**src/common/vis_pkg.sv**
```systemverilog
/*
  Constants and types for the video input select configuration block:
  register offsets, page codes, reset values, format codes, routing types.
  Assumes a single 20 MHz clock domain and a two-wire serial host.
*/
package vis_pkg;

  // ---------------------------------------------------------------
  // Serial port
  // ---------------------------------------------------------------
  localparam logic [5:0] DEV_ADDR_HI  = 6'h10;
  localparam int         CLK_HZ       = 20_000_000;

  // ---------------------------------------------------------------
  // Register offsets
  // ---------------------------------------------------------------
  localparam logic [7:0] OFS_FORMAT   = 8'h00;
  localparam logic [7:0] OFS_PAGE     = 8'h0E;
  localparam logic [7:0] OFS_BOOST    = 8'h80;
  localparam logic [7:0] OFS_DEINT    = 8'hFE;
  localparam logic [7:0] OFS_LAST     = 8'hFF;

  // ---------------------------------------------------------------
  // Field positions and page codes
  // ---------------------------------------------------------------
  localparam int         FORMAT_MSB   = 4;
  localparam int         PAGE_LSB     = 5;
  localparam int         PAGE_MSB     = 6;
  localparam int         BOOST_BIT    = 7;
  localparam int         DEINT_BIT    = 0;
  localparam logic [1:0] PAGE_USER    = 2'h0;
  localparam logic [1:0] PAGE_INTR    = 2'h1;
  localparam logic [1:0] PAGE_USER2   = 2'h2;

  // ---------------------------------------------------------------
  // Reset values
  // ---------------------------------------------------------------
  localparam logic [7:0] RST_FORMAT   = 8'h00;
  localparam logic [7:0] RST_PAGE     = 8'h00;
  localparam logic [7:0] RST_BOOST    = 8'h00;
  localparam logic [7:0] RST_DEINT    = 8'h00;

  // ---------------------------------------------------------------
  // Input format codes
  // ---------------------------------------------------------------
  localparam logic [4:0] FMT_CVBS1    = 5'h00;
  localparam logic [4:0] FMT_CVBS2    = 5'h01;
  localparam logic [4:0] FMT_CVBS3    = 5'h02;
  localparam logic [4:0] FMT_CVBS4    = 5'h03;
  localparam logic [4:0] FMT_CVBS5    = 5'h06;
  localparam logic [4:0] FMT_CVBS6    = 5'h07;
  localparam logic [4:0] FMT_YC12     = 5'h08;
  localparam logic [4:0] FMT_YC34     = 5'h09;
  localparam logic [4:0] FMT_YC56     = 5'h0B;
  localparam logic [4:0] FMT_COMP     = 5'h0C;
  localparam logic [4:0] FMT_DIFF12   = 5'h0E;
  localparam logic [4:0] FMT_DIFF34   = 5'h0F;
  localparam logic [4:0] FMT_DIFF56   = 5'h11;

  // ---------------------------------------------------------------
  // Routing types
  // ---------------------------------------------------------------
  typedef enum logic [2:0] {
    MODE_OFF  = 3'h0,
    MODE_CVBS = 3'h1,
    MODE_YC   = 3'h2,
    MODE_COMP = 3'h3,
    MODE_DIFF = 3'h4
  } vis_mode_e;

  // Channel fields hold numbers 1..6, 0 when unused
  typedef struct packed {
    vis_mode_e  mode;
    logic [2:0] chan_a;
    logic [2:0] chan_b;
    logic [2:0] chan_c;
    logic [5:0] power_on;
  } vis_route_s;

endpackage : vis_pkg

```
**src/core/vis_config.sv**
```systemverilog
/*
  Configuration logic of a video decoder: two-wire serial slave, paged
  register bank, input routing decode and channel power control.
  Assumes scl_in/sda_in are already synchronous to clk and that the
  board combines sda_out/sda_oe_n into an open-drain wire.
*/
// Summary of operation
// - Input format select is five bits, bits 4:0 of register 0x00, page one.
// - Codes 00000-00011 give composite on channels 1-4; 00110, 00111 on 5, 6.
// - Codes 01000, 01001, 01011 pick luma/chroma on pairs 1-2, 3-4, 5-6.
// - Code 01100 picks component: luma ch1, blue diff ch2, red diff ch3.
// - Codes 01110, 01111, 10001: differential composite, pairs 1-2, 3-4, 5-6.
// - Channels unused by the chosen routing are powered down.
// - Contrast boost is off after reset until the host enables it.
// - Writing 0x40 to register register_page_select switches to the second page.
// - Writing 0x00 to register register_page_select returns to the first page.
// - Writing contrast_boost_control to register contrast_boost_control on page two turns boost on.
// - Writing 0x00 to register contrast_boost_control on page two turns boost off.
// - Deinterlace converter is off after reset until the host programs it.
// - Page select is bits 6:5 of register_page_select; 00 first page, 10 second.
// - Address select pin sets bit 1 of the write address: 0x40 or 0x42.
`timescale 1ns/100ps

module vis_config (
  input  wire logic             clk,                  // 20 MHz clock
  input  wire logic             sys_rst,              // Sync reset, high
  input  wire logic             ce,                   // Clock enable
  input  wire logic             address_select_pin,   // Address bit 1
  input  wire logic             scl_in,               // Serial clock
  input  wire logic             sda_in,               // Serial data in
  output logic                  sda_out,              // Serial data out
  output logic                  sda_oe_n,             // Low drives sda
  output vis_pkg::vis_route_s   route,                // Channel routing
  output logic                  adaptive_contrast_boost, // Boost on
  output logic                  deinterlace_converter,   // I-to-P on
  output logic [1:0]            page_sel              // Current page
);

  // ---------------------------------------------------------------
  // Types and helpers
  // ---------------------------------------------------------------
  typedef enum logic [8:0] {
    ST_IDLE    = 9'h001,
    ST_ADDR    = 9'h002,
    ST_ADDR_AK = 9'h004,
    ST_SUB     = 9'h008,
    ST_SUB_AK  = 9'h010,
    ST_WDATA   = 9'h020,
    ST_WDAT_AK = 9'h040,
    ST_RDATA   = 9'h080,
    ST_RDAT_AK = 9'h100
  } vis_state_e;

  function automatic vis_pkg::vis_route_s route_of(input logic [4:0] code);
    vis_pkg::vis_route_s r;
    r = '{mode: vis_pkg::MODE_OFF, chan_a: 3'h0, chan_b: 3'h0,
          chan_c: 3'h0, power_on: 6'h00};
    case (code)
      vis_pkg::FMT_CVBS1, vis_pkg::FMT_CVBS2,
      vis_pkg::FMT_CVBS3, vis_pkg::FMT_CVBS4: begin
        r.mode   = vis_pkg::MODE_CVBS;
        r.chan_a = code[2:0] + 3'h1;
      end
      vis_pkg::FMT_CVBS5, vis_pkg::FMT_CVBS6: begin
        r.mode   = vis_pkg::MODE_CVBS;
        r.chan_a = code[2:0] - 3'h1;
      end
      vis_pkg::FMT_YC12, vis_pkg::FMT_YC34, vis_pkg::FMT_YC56: begin
        r.mode   = vis_pkg::MODE_YC;
        // Low code bits 00, 01, 11 give luma channels 1, 3, 5
        r.chan_a = {code[1], code[0] & ~code[1], 1'b1};
        r.chan_b = {code[1], code[0] & ~code[1], 1'b1} + 3'h1;
      end
      vis_pkg::FMT_COMP: begin
        r.mode   = vis_pkg::MODE_COMP;
        r.chan_a = 3'h1;
        r.chan_b = 3'h2;
        r.chan_c = 3'h3;
      end
      vis_pkg::FMT_DIFF12: begin
        r.mode   = vis_pkg::MODE_DIFF;
        r.chan_a = 3'h1;
        r.chan_b = 3'h2;
      end
      vis_pkg::FMT_DIFF34: begin
        r.mode   = vis_pkg::MODE_DIFF;
        r.chan_a = 3'h3;
        r.chan_b = 3'h4;
      end
      vis_pkg::FMT_DIFF56: begin
        r.mode   = vis_pkg::MODE_DIFF;
        r.chan_a = 3'h5;
        r.chan_b = 3'h6;
      end
      default: begin
        r.mode   = vis_pkg::MODE_OFF;
      end
    endcase
    for (int i = 0; i < 6; i++) begin
      r.power_on[i] = (r.chan_a == 3'(i + 1)) || (r.chan_b == 3'(i + 1))
                   || (r.chan_c == 3'(i + 1));
    end
    return r;
  endfunction : route_of

  // ---------------------------------------------------------------
  // State
  // ---------------------------------------------------------------
  vis_state_e          st_reg,    st_next;
  logic [3:0]          cnt_reg,   cnt_next;
  logic [7:0]          sh_reg,    sh_next;
  logic [7:0]          tx_reg,    tx_next;
  logic [7:0]          ptr_reg,   ptr_next;
  logic                rw_reg,    rw_next;
  logic                ack_reg,   ack_next;
  logic                oe_n_reg,  oe_n_next;
  logic                scl_q_reg, sda_q_reg;
  logic [7:0]          fmt_reg,   fmt_next;
  logic [7:0]          page_reg,  page_next;
  logic [7:0]          boost_reg, boost_next;
  logic [7:0]          deint_reg, deint_next;
  vis_pkg::vis_route_s route_reg, route_next;
  logic                wr_en;
  logic                scl_rise, scl_fall, start_cond, stop_cond;
  logic                addr_hit;
  logic [1:0]          page;

  assign page       = page_reg[vis_pkg::PAGE_MSB:vis_pkg::PAGE_LSB];
  assign scl_rise   = scl_in & ~scl_q_reg;
  assign scl_fall   = ~scl_in & scl_q_reg;
  assign start_cond = scl_in & scl_q_reg & sda_q_reg & ~sda_in;
  assign stop_cond  = scl_in & scl_q_reg & ~sda_q_reg & sda_in;
  assign addr_hit   = sh_reg[7:1] == {vis_pkg::DEV_ADDR_HI,
                                      address_select_pin};

  // Subaddress map of each page
  function automatic logic sub_ok(input logic [7:0] a, input logic [1:0] p);
    logic ok;
    ok = (a == vis_pkg::OFS_PAGE);
    if (p == vis_pkg::PAGE_USER) begin
      ok = ok || (a == vis_pkg::OFS_FORMAT) || (a == vis_pkg::OFS_DEINT);
    end else if (p == vis_pkg::PAGE_USER2) begin
      ok = ok || (a == vis_pkg::OFS_BOOST);
    end
    return ok;
  endfunction : sub_ok

  function automatic logic [7:0] rd_of(input logic [7:0] a);
    logic [7:0] d;
    d = 8'h00;
    if (sub_ok(a, page)) begin
      case (a)
        vis_pkg::OFS_FORMAT: d = fmt_reg;
        vis_pkg::OFS_PAGE:   d = page_reg;
        vis_pkg::OFS_BOOST:  d = boost_reg;
        vis_pkg::OFS_DEINT:  d = deint_reg;
        default:             d = 8'h00;
      endcase
    end
    return d;
  endfunction : rd_of

  function automatic logic [7:0] inc_of(input logic [7:0] a);
    return (a == vis_pkg::OFS_LAST) ? a : a + 8'h01;
  endfunction : inc_of

  // ---------------------------------------------------------------
  // Serial slave
  // ---------------------------------------------------------------
  always_comb begin
    st_next  = st_reg;
    cnt_next = cnt_reg;
    sh_next  = sh_reg;
    tx_next  = tx_reg;
    ptr_next = ptr_reg;
    rw_next  = rw_reg;
    ack_next = ack_reg;
    wr_en    = 1'b0;
    if (scl_rise) begin
      case (st_reg)
        ST_ADDR, ST_SUB, ST_WDATA: begin
          sh_next  = {sh_reg[6:0], sda_in};
          cnt_next = cnt_reg + 4'h1;
        end
        ST_RDATA:   cnt_next = cnt_reg + 4'h1;
        ST_RDAT_AK: ack_next = ~sda_in;
        default:    ;
      endcase
    end
    if (scl_fall) begin
      case (st_reg)
        ST_ADDR: begin
          if (cnt_reg == 4'h8) begin
            st_next = addr_hit ? ST_ADDR_AK : ST_IDLE;
            rw_next = sh_reg[0];
          end
        end
        ST_ADDR_AK: begin
          cnt_next = 4'h0;
          if (rw_reg) begin
            st_next = ST_RDATA;
            tx_next = rd_of(ptr_reg);
          end else begin
            st_next = ST_SUB;
          end
        end
        ST_SUB: begin
          if (cnt_reg == 4'h8) begin
            st_next  = sub_ok(sh_reg, page) ? ST_SUB_AK : ST_IDLE;
            ptr_next = sh_reg;
          end
        end
        ST_SUB_AK, ST_WDAT_AK: begin
          st_next  = ST_WDATA;
          cnt_next = 4'h0;
        end
        ST_WDATA: begin
          if (cnt_reg == 4'h8) begin
            if (sub_ok(ptr_reg, page)) begin
              wr_en   = 1'b1;
              st_next = ST_WDAT_AK;
            end else begin
              st_next = ST_IDLE;
            end
          end
        end
        ST_RDATA: begin
          if (cnt_reg == 4'h8) begin
            st_next = ST_RDAT_AK;
          end else begin
            tx_next = {tx_reg[6:0], 1'b0};
          end
        end
        ST_RDAT_AK: begin
          cnt_next = 4'h0;
          if (ack_reg) begin
            st_next  = ST_RDATA;
            ptr_next = inc_of(ptr_reg);
            tx_next  = rd_of(inc_of(ptr_reg));
          end else begin
            st_next = ST_IDLE;
          end
        end
        default: ;
      endcase
    end
    if (st_reg == ST_WDAT_AK && scl_fall) begin
      ptr_next = inc_of(ptr_reg);
    end
    if (start_cond) begin
      st_next  = ST_ADDR;
      cnt_next = 4'h0;
    end else if (stop_cond) begin
      st_next = ST_IDLE;
    end
    oe_n_next = ~((st_next == ST_ADDR_AK) || (st_next == ST_SUB_AK)
               || (st_next == ST_WDAT_AK)
               || (st_next == ST_RDATA && !tx_next[7]));
  end

  always_ff @(posedge clk) begin
    if (sys_rst) begin
      st_reg    <= ST_IDLE;
      cnt_reg   <= 4'h0;
      sh_reg    <= 8'h00;
      tx_reg    <= 8'h00;
      ptr_reg   <= 8'h00;
      rw_reg    <= 1'b0;
      ack_reg   <= 1'b0;
      oe_n_reg  <= 1'b1;
      scl_q_reg <= 1'b1;
      sda_q_reg <= 1'b1;
    end else if (ce) begin
      st_reg    <= st_next;
      cnt_reg   <= cnt_next;
      sh_reg    <= sh_next;
      tx_reg    <= tx_next;
      ptr_reg   <= ptr_next;
      rw_reg    <= rw_next;
      ack_reg   <= ack_next;
      oe_n_reg  <= oe_n_next;
      scl_q_reg <= scl_in;
      sda_q_reg <= sda_in;
    end
  end

  // ---------------------------------------------------------------
  // Register bank and routing
  // ---------------------------------------------------------------
  always_comb begin
    fmt_next   = fmt_reg;
    page_next  = page_reg;
    boost_next = boost_reg;
    deint_next = deint_reg;
    if (wr_en) begin
      case (ptr_reg)
        vis_pkg::OFS_PAGE:   page_next  = sh_reg;
        vis_pkg::OFS_FORMAT: fmt_next   = sh_reg;
        vis_pkg::OFS_BOOST:  boost_next = sh_reg;
        vis_pkg::OFS_DEINT:  deint_next = sh_reg;
        default:             ;
      endcase
    end
    route_next = route_of(fmt_next[vis_pkg::FORMAT_MSB:0]);
  end

  always_ff @(posedge clk) begin
    if (sys_rst) begin
      fmt_reg   <= vis_pkg::RST_FORMAT;
      page_reg  <= vis_pkg::RST_PAGE;
      boost_reg <= vis_pkg::RST_BOOST;
      deint_reg <= vis_pkg::RST_DEINT;
      route_reg <= route_of(vis_pkg::RST_FORMAT[vis_pkg::FORMAT_MSB:0]);
    end else if (ce) begin
      fmt_reg   <= fmt_next;
      page_reg  <= page_next;
      boost_reg <= boost_next;
      deint_reg <= deint_next;
      route_reg <= route_next;
    end
  end

  assign sda_out                 = 1'b0;
  assign sda_oe_n                = oe_n_reg;
  assign route                   = route_reg;
  assign adaptive_contrast_boost = boost_reg[vis_pkg::BOOST_BIT];
  assign deinterlace_converter   = deint_reg[vis_pkg::DEINT_BIT];
  assign page_sel                = page;

endmodule : vis_config

```
**config.mk**
```make
export PLATFORM = sky130hd
export DESIGN_NAME = vis_config
export DESIGN_NICKNAME = d
export VERILOG_FILES = /design/src/common/vis_pkg.sv /design/src/core/vis_config.sv
export SDC_FILE = /design/constraint.sdc
export NUM_CORES = 1
export LEC_CHECK = 0
export ABC_AREA = 1
export BUFFER_PORTS_ARGS = -buffer_cell sky130_fd_sc_hd__buf_2
export CAP_MARGIN = 10
export CELL_PAD_IN_SITES_DETAIL_PLACEMENT = 1
export CELL_PAD_IN_SITES_GLOBAL_PLACEMENT = 1
export CORE_UTILIZATION = 41
export DETAILED_ROUTE_END_ITERATION = 8
export PLACE_DENSITY_LB_ADDON = 0.2
export SLEW_MARGIN = 5
export SYNTH_ARGS = -nofsm -noshare
export SYNTH_HDL_FRONTEND = slang
export SYNTH_SLANG_ARGS = --single-unit
```
**constraint.sdc**
```tcl
create_clock -name clk -period 4.2 [get_ports clk]
set_input_delay 0 -clock clk [delete_from_list [all_inputs] [get_ports clk]]
set_output_delay 0 -clock clk [all_outputs]
set_load 0.02 [all_outputs]
```
==> flow_summary.ini <==
[die]
boundaryPins = 30
die_h_um = 119
start_util = 0.421
core-area_um2 = 13200
rows = 42
fp.dieArea_um2 = 14100
die_width_um = 119

[final_layout]
layout-drive-gt1-share = 0.0838
n_fill_cell = 1852
diodes = 0
final_area_um2 = 6170
fin_util = 0.466
syn2layout_area_growth_pct = 10.7
nets = 914
stdcell_count = 1083
largest_reg_flops = 15

[route]
wl_met3_um = 587
wl_met1_um = 9070
drt-wirelength-per-cell_um = 17.5
first_pass_iters = 5
drc = 0
ant_nets = 0
maxUsedRoutingLayer = met4
via_count = 6041
drt_iter0_drc = 360
wirelength_um = 19000
dr_wl_met2_um = 9030
viasPerCell = 5.58

[setup_path]
critical_path_arrival_ns = 3.76
crit_family = simple AND/OR/NAND/NOR gates
worstPathMaxFanout = 17
crit_type = reg2reg
crit_path_cell_trace = inv_1 -> ha_1 -> nand2_1 -> nor2_1 -> nand2_2 -> nand3_2 -> nand2_2 -> nand2_4 -> nand4_4 -> nand2_1 -> nand2_2 -> nor2_2 -> nand2_2 -> fa_1 -> inv_1 -> nand2_1 -> inv_1 -> nor2_2 -> nand2_1 -> nor2_1 -> nor2_1 -> nor2_1
critPathBufInv = 3
cp.required_ns = 4.49
r2r-start = ptr_reg[0]
reg2reg_to = route[4]
startpoint_type = flip-flop
ff2ff_setup_slack_ns = 0.74
cp_slowest_stage_delay_ns = 0.49
endpoint_kind = flip-flop
rr_worst_depth = 22
cp_slowest_cell = fa_1

[clock_network]
tritoncts = done
cts_buffers = 9
cts_hold_buf = 2
clk_pin_slew_ns = 0.07
clock_path_buffers = 2
post_cts_buffers = 0
cts.sinks = 89
clk_latency_ns = 0.35
htreeDepth = 3
cts_root_buffer = clkbuf_16
cts-resized-gates = 0

[logic_synthesis]
syn_area_per_cell_um2 = 6.29
synth_edf_count = 0
ys_warn_count = 0
syn_area_um2 = 5570
synth_cell_types = 43
yosysSeqAreaShare = 0.320
async_reset_ff_frac = 0
synth_flop_cell = dfxtp_1
ys_seq_elements = 89
synthCells = 886

[place]
port_buffers = 26
pre_cts_slack_ns = 0.777
dp_hpwl_um = 14200
gp_congestion = 0.903
dp_cells = 1065
placed_cell_area_um2 = 5840

[power_and_ir_drop]
ir_worst_vdd_v = 0.000167
total_power_mw = 1.91
p_leak_nw = 2.75
power_density_nw_per_um2 = 309

[sta]
skew_ns = 0.00608
slew_violations = 0
hold-worst-slack_ns = 0.111
finalHoldViolations = 0
fmax_ghz = 0.289
fin_ws_ns = 0.736
fin_crit_sh = 0.825
finalSetupTns_ns = 0
fin_crit_ns = 3.46
rsz0062_at_grt = false
slew_headroom = 0.291
setup_viol = 0
tightest_slew_ns = 1.06

[worst_hold_path]
worstHoldStart = sys_rst
min_path_type = in2reg
hold_end = route[4]
hold_depth = 2

[global_routing]
grt_pass1_vias = 6104
track_usage = 0.280
grt_pass1_wl_um = 31200
grt_max_degree = 52
grt_overflow = 0
antenna_found_initial = 0

[run]
maxCapViolCount = 0

[run_status]
status = complete, no violations
cells in the final DEF (no fill, tap or decap), drive strengths merged, types with 3 or more instances in the layout:
cell / netlist / final
a211oi: 5 / 5
o211ai: 6 / 6
nor3: 7 / 7
nand3: 72 / 72
o21ai: 104 / 104
clkbuf: 24 / 10
o22ai: 3 / 3
dfxtp: 89 / 89
ha: 5 / 5
o2111ai: 7 / 7
a21oi: 90 / 90
xor2: 3 / 3
nand2: 230 / 230
clkinv: 1 / 4
conb: 1 / 3
buf: 9 / 34
nor2: 96 / 96
a221oi: 8 / 8
inv: 99 / 99
nand4: 12 / 12
cell usage after synthesis (2+ instances only):
cell / instances / share of area
nor2_2: 4 / 0.0045
o21bai_1: 2 / 0.0027
nand2_4: 2 / 0.0040
nand4_4: 2 / 0.0076
o2111ai_1: 7 / 0.011
nor3_1: 7 / 0.0063
nor2_1: 88 / 0.059
o22ai_1: 3 / 0.0034
dfxtp_1: 89 / 0.32
buf_4: 6 / 0.0081
nand3_2: 5 / 0.0090
nor2_4: 3 / 0.0061
o211ai_1: 6 / 0.0081
clkbuf_1: 24 / 0.016
nand3_1: 67 / 0.060
xor2_1: 3 / 0.0047
o21ai_1: 3 / 0.0027
nor4_1: 2 / 0.0022
a32o_1: 2 / 0.0036
a211oi_1: 5 / 0.0067
o21ai_0: 99 / 0.089
nand2_2: 6 / 0.0067
nand4_1: 10 / 0.011
inv_1: 99 / 0.067
nand2_1: 222 / 0.15
buf_2: 3 / 0.0027
a221oi_1: 8 / 0.013
ha_1: 5 / 0.011
a21oi_1: 90 / 0.081
how the worst max path moves through the flow:
| stage | to | cells past startpoint | slack [ns] | from |
|---|---|---|---|---|
| floorplan | route[4] | 22 | 1.43 | ptr_reg[0] |
| global placement | route[4] | 22 | 0.99 | ptr_reg[0] |
| detailed placement | route[5] | 21 | 0.78 | ptr_reg[0] |
| CTS | route[4] | 22 | 0.73 | ptr_reg[0] |
| global route | route[4] | 22 | 0.43 | ptr_reg[0] |
| finish | route[4] | 22 | 0.74 | ptr_reg[0] |
report_power, final:
group          switching (mW)  internal [mW]
combinational           0.133         0.0503
clock                   0.371          0.479
sequential             0.0139          0.860
total                   0.518           1.39
kinds of logic (layout without fill, tap and decap cells):
| kind of cell | count (synthesis) | after routing | share of synthesized area |
|---|---|---|---|
| buf+inv | 133 | 152 | 0.0943 |
| xor+xnor | 4 | 4 | 0.00629 |
| fa+ha+maj | 6 | 6 | 0.0148 |
| compound gates | 231 | 231 | 0.230 |
| flops | 89 | 89 | 0.320 |
| simple gates | 422 | 422 | 0.334 |
| other cells | 1 | 3 | 0.000673 |
per-layer routing:
layer  GRT usage  up-vias
li1            -     2973
met1       0.372     2944
met2       0.471      104
met3      0.0285       20
met4      0.0926        0
met5           0        -
worst reg2reg max path, cell delays in order, from the launching register on:
cell,delay [ns]
dfxtp_1,0.34
inv_1,0.15
ha_1,0.16
nand2_1,0.05
nor2_1,0.30
nand2_2,0.29
nand3_2,0.15
nand2_2,0.07
nand2_4,0.11
nand4_4,0.16
nand2_1,0.13
nand2_2,0.12
nor2_2,0.15
nand2_2,0.08
fa_1,0.49
inv_1,0.04
nand2_1,0.07
inv_1,0.05
nor2_2,0.16
nand2_1,0.08
nor2_1,0.11
nor2_1,0.05
nor2_1,0.07
cell type report:
| cell class | instances | area, um2 | share of cell area |
|---|---|---|---|
| Inverter | 100 | 375 | 0.0609 |
| Tap cell | 176 | 220 | 0.0357 |
| Clock inverter | 6 | 67.6 | 0.0110 |
| Clock buffer | 10 | 239 | 0.0388 |
| Sequential cell | 89 | 1780 | 0.289 |
| Multi-Input combinational cell | 666 | 3270 | 0.531 |
| Timing Repair Buffer | 36 | 210 | 0.0341 |
(Power assumes the default switching activity.)
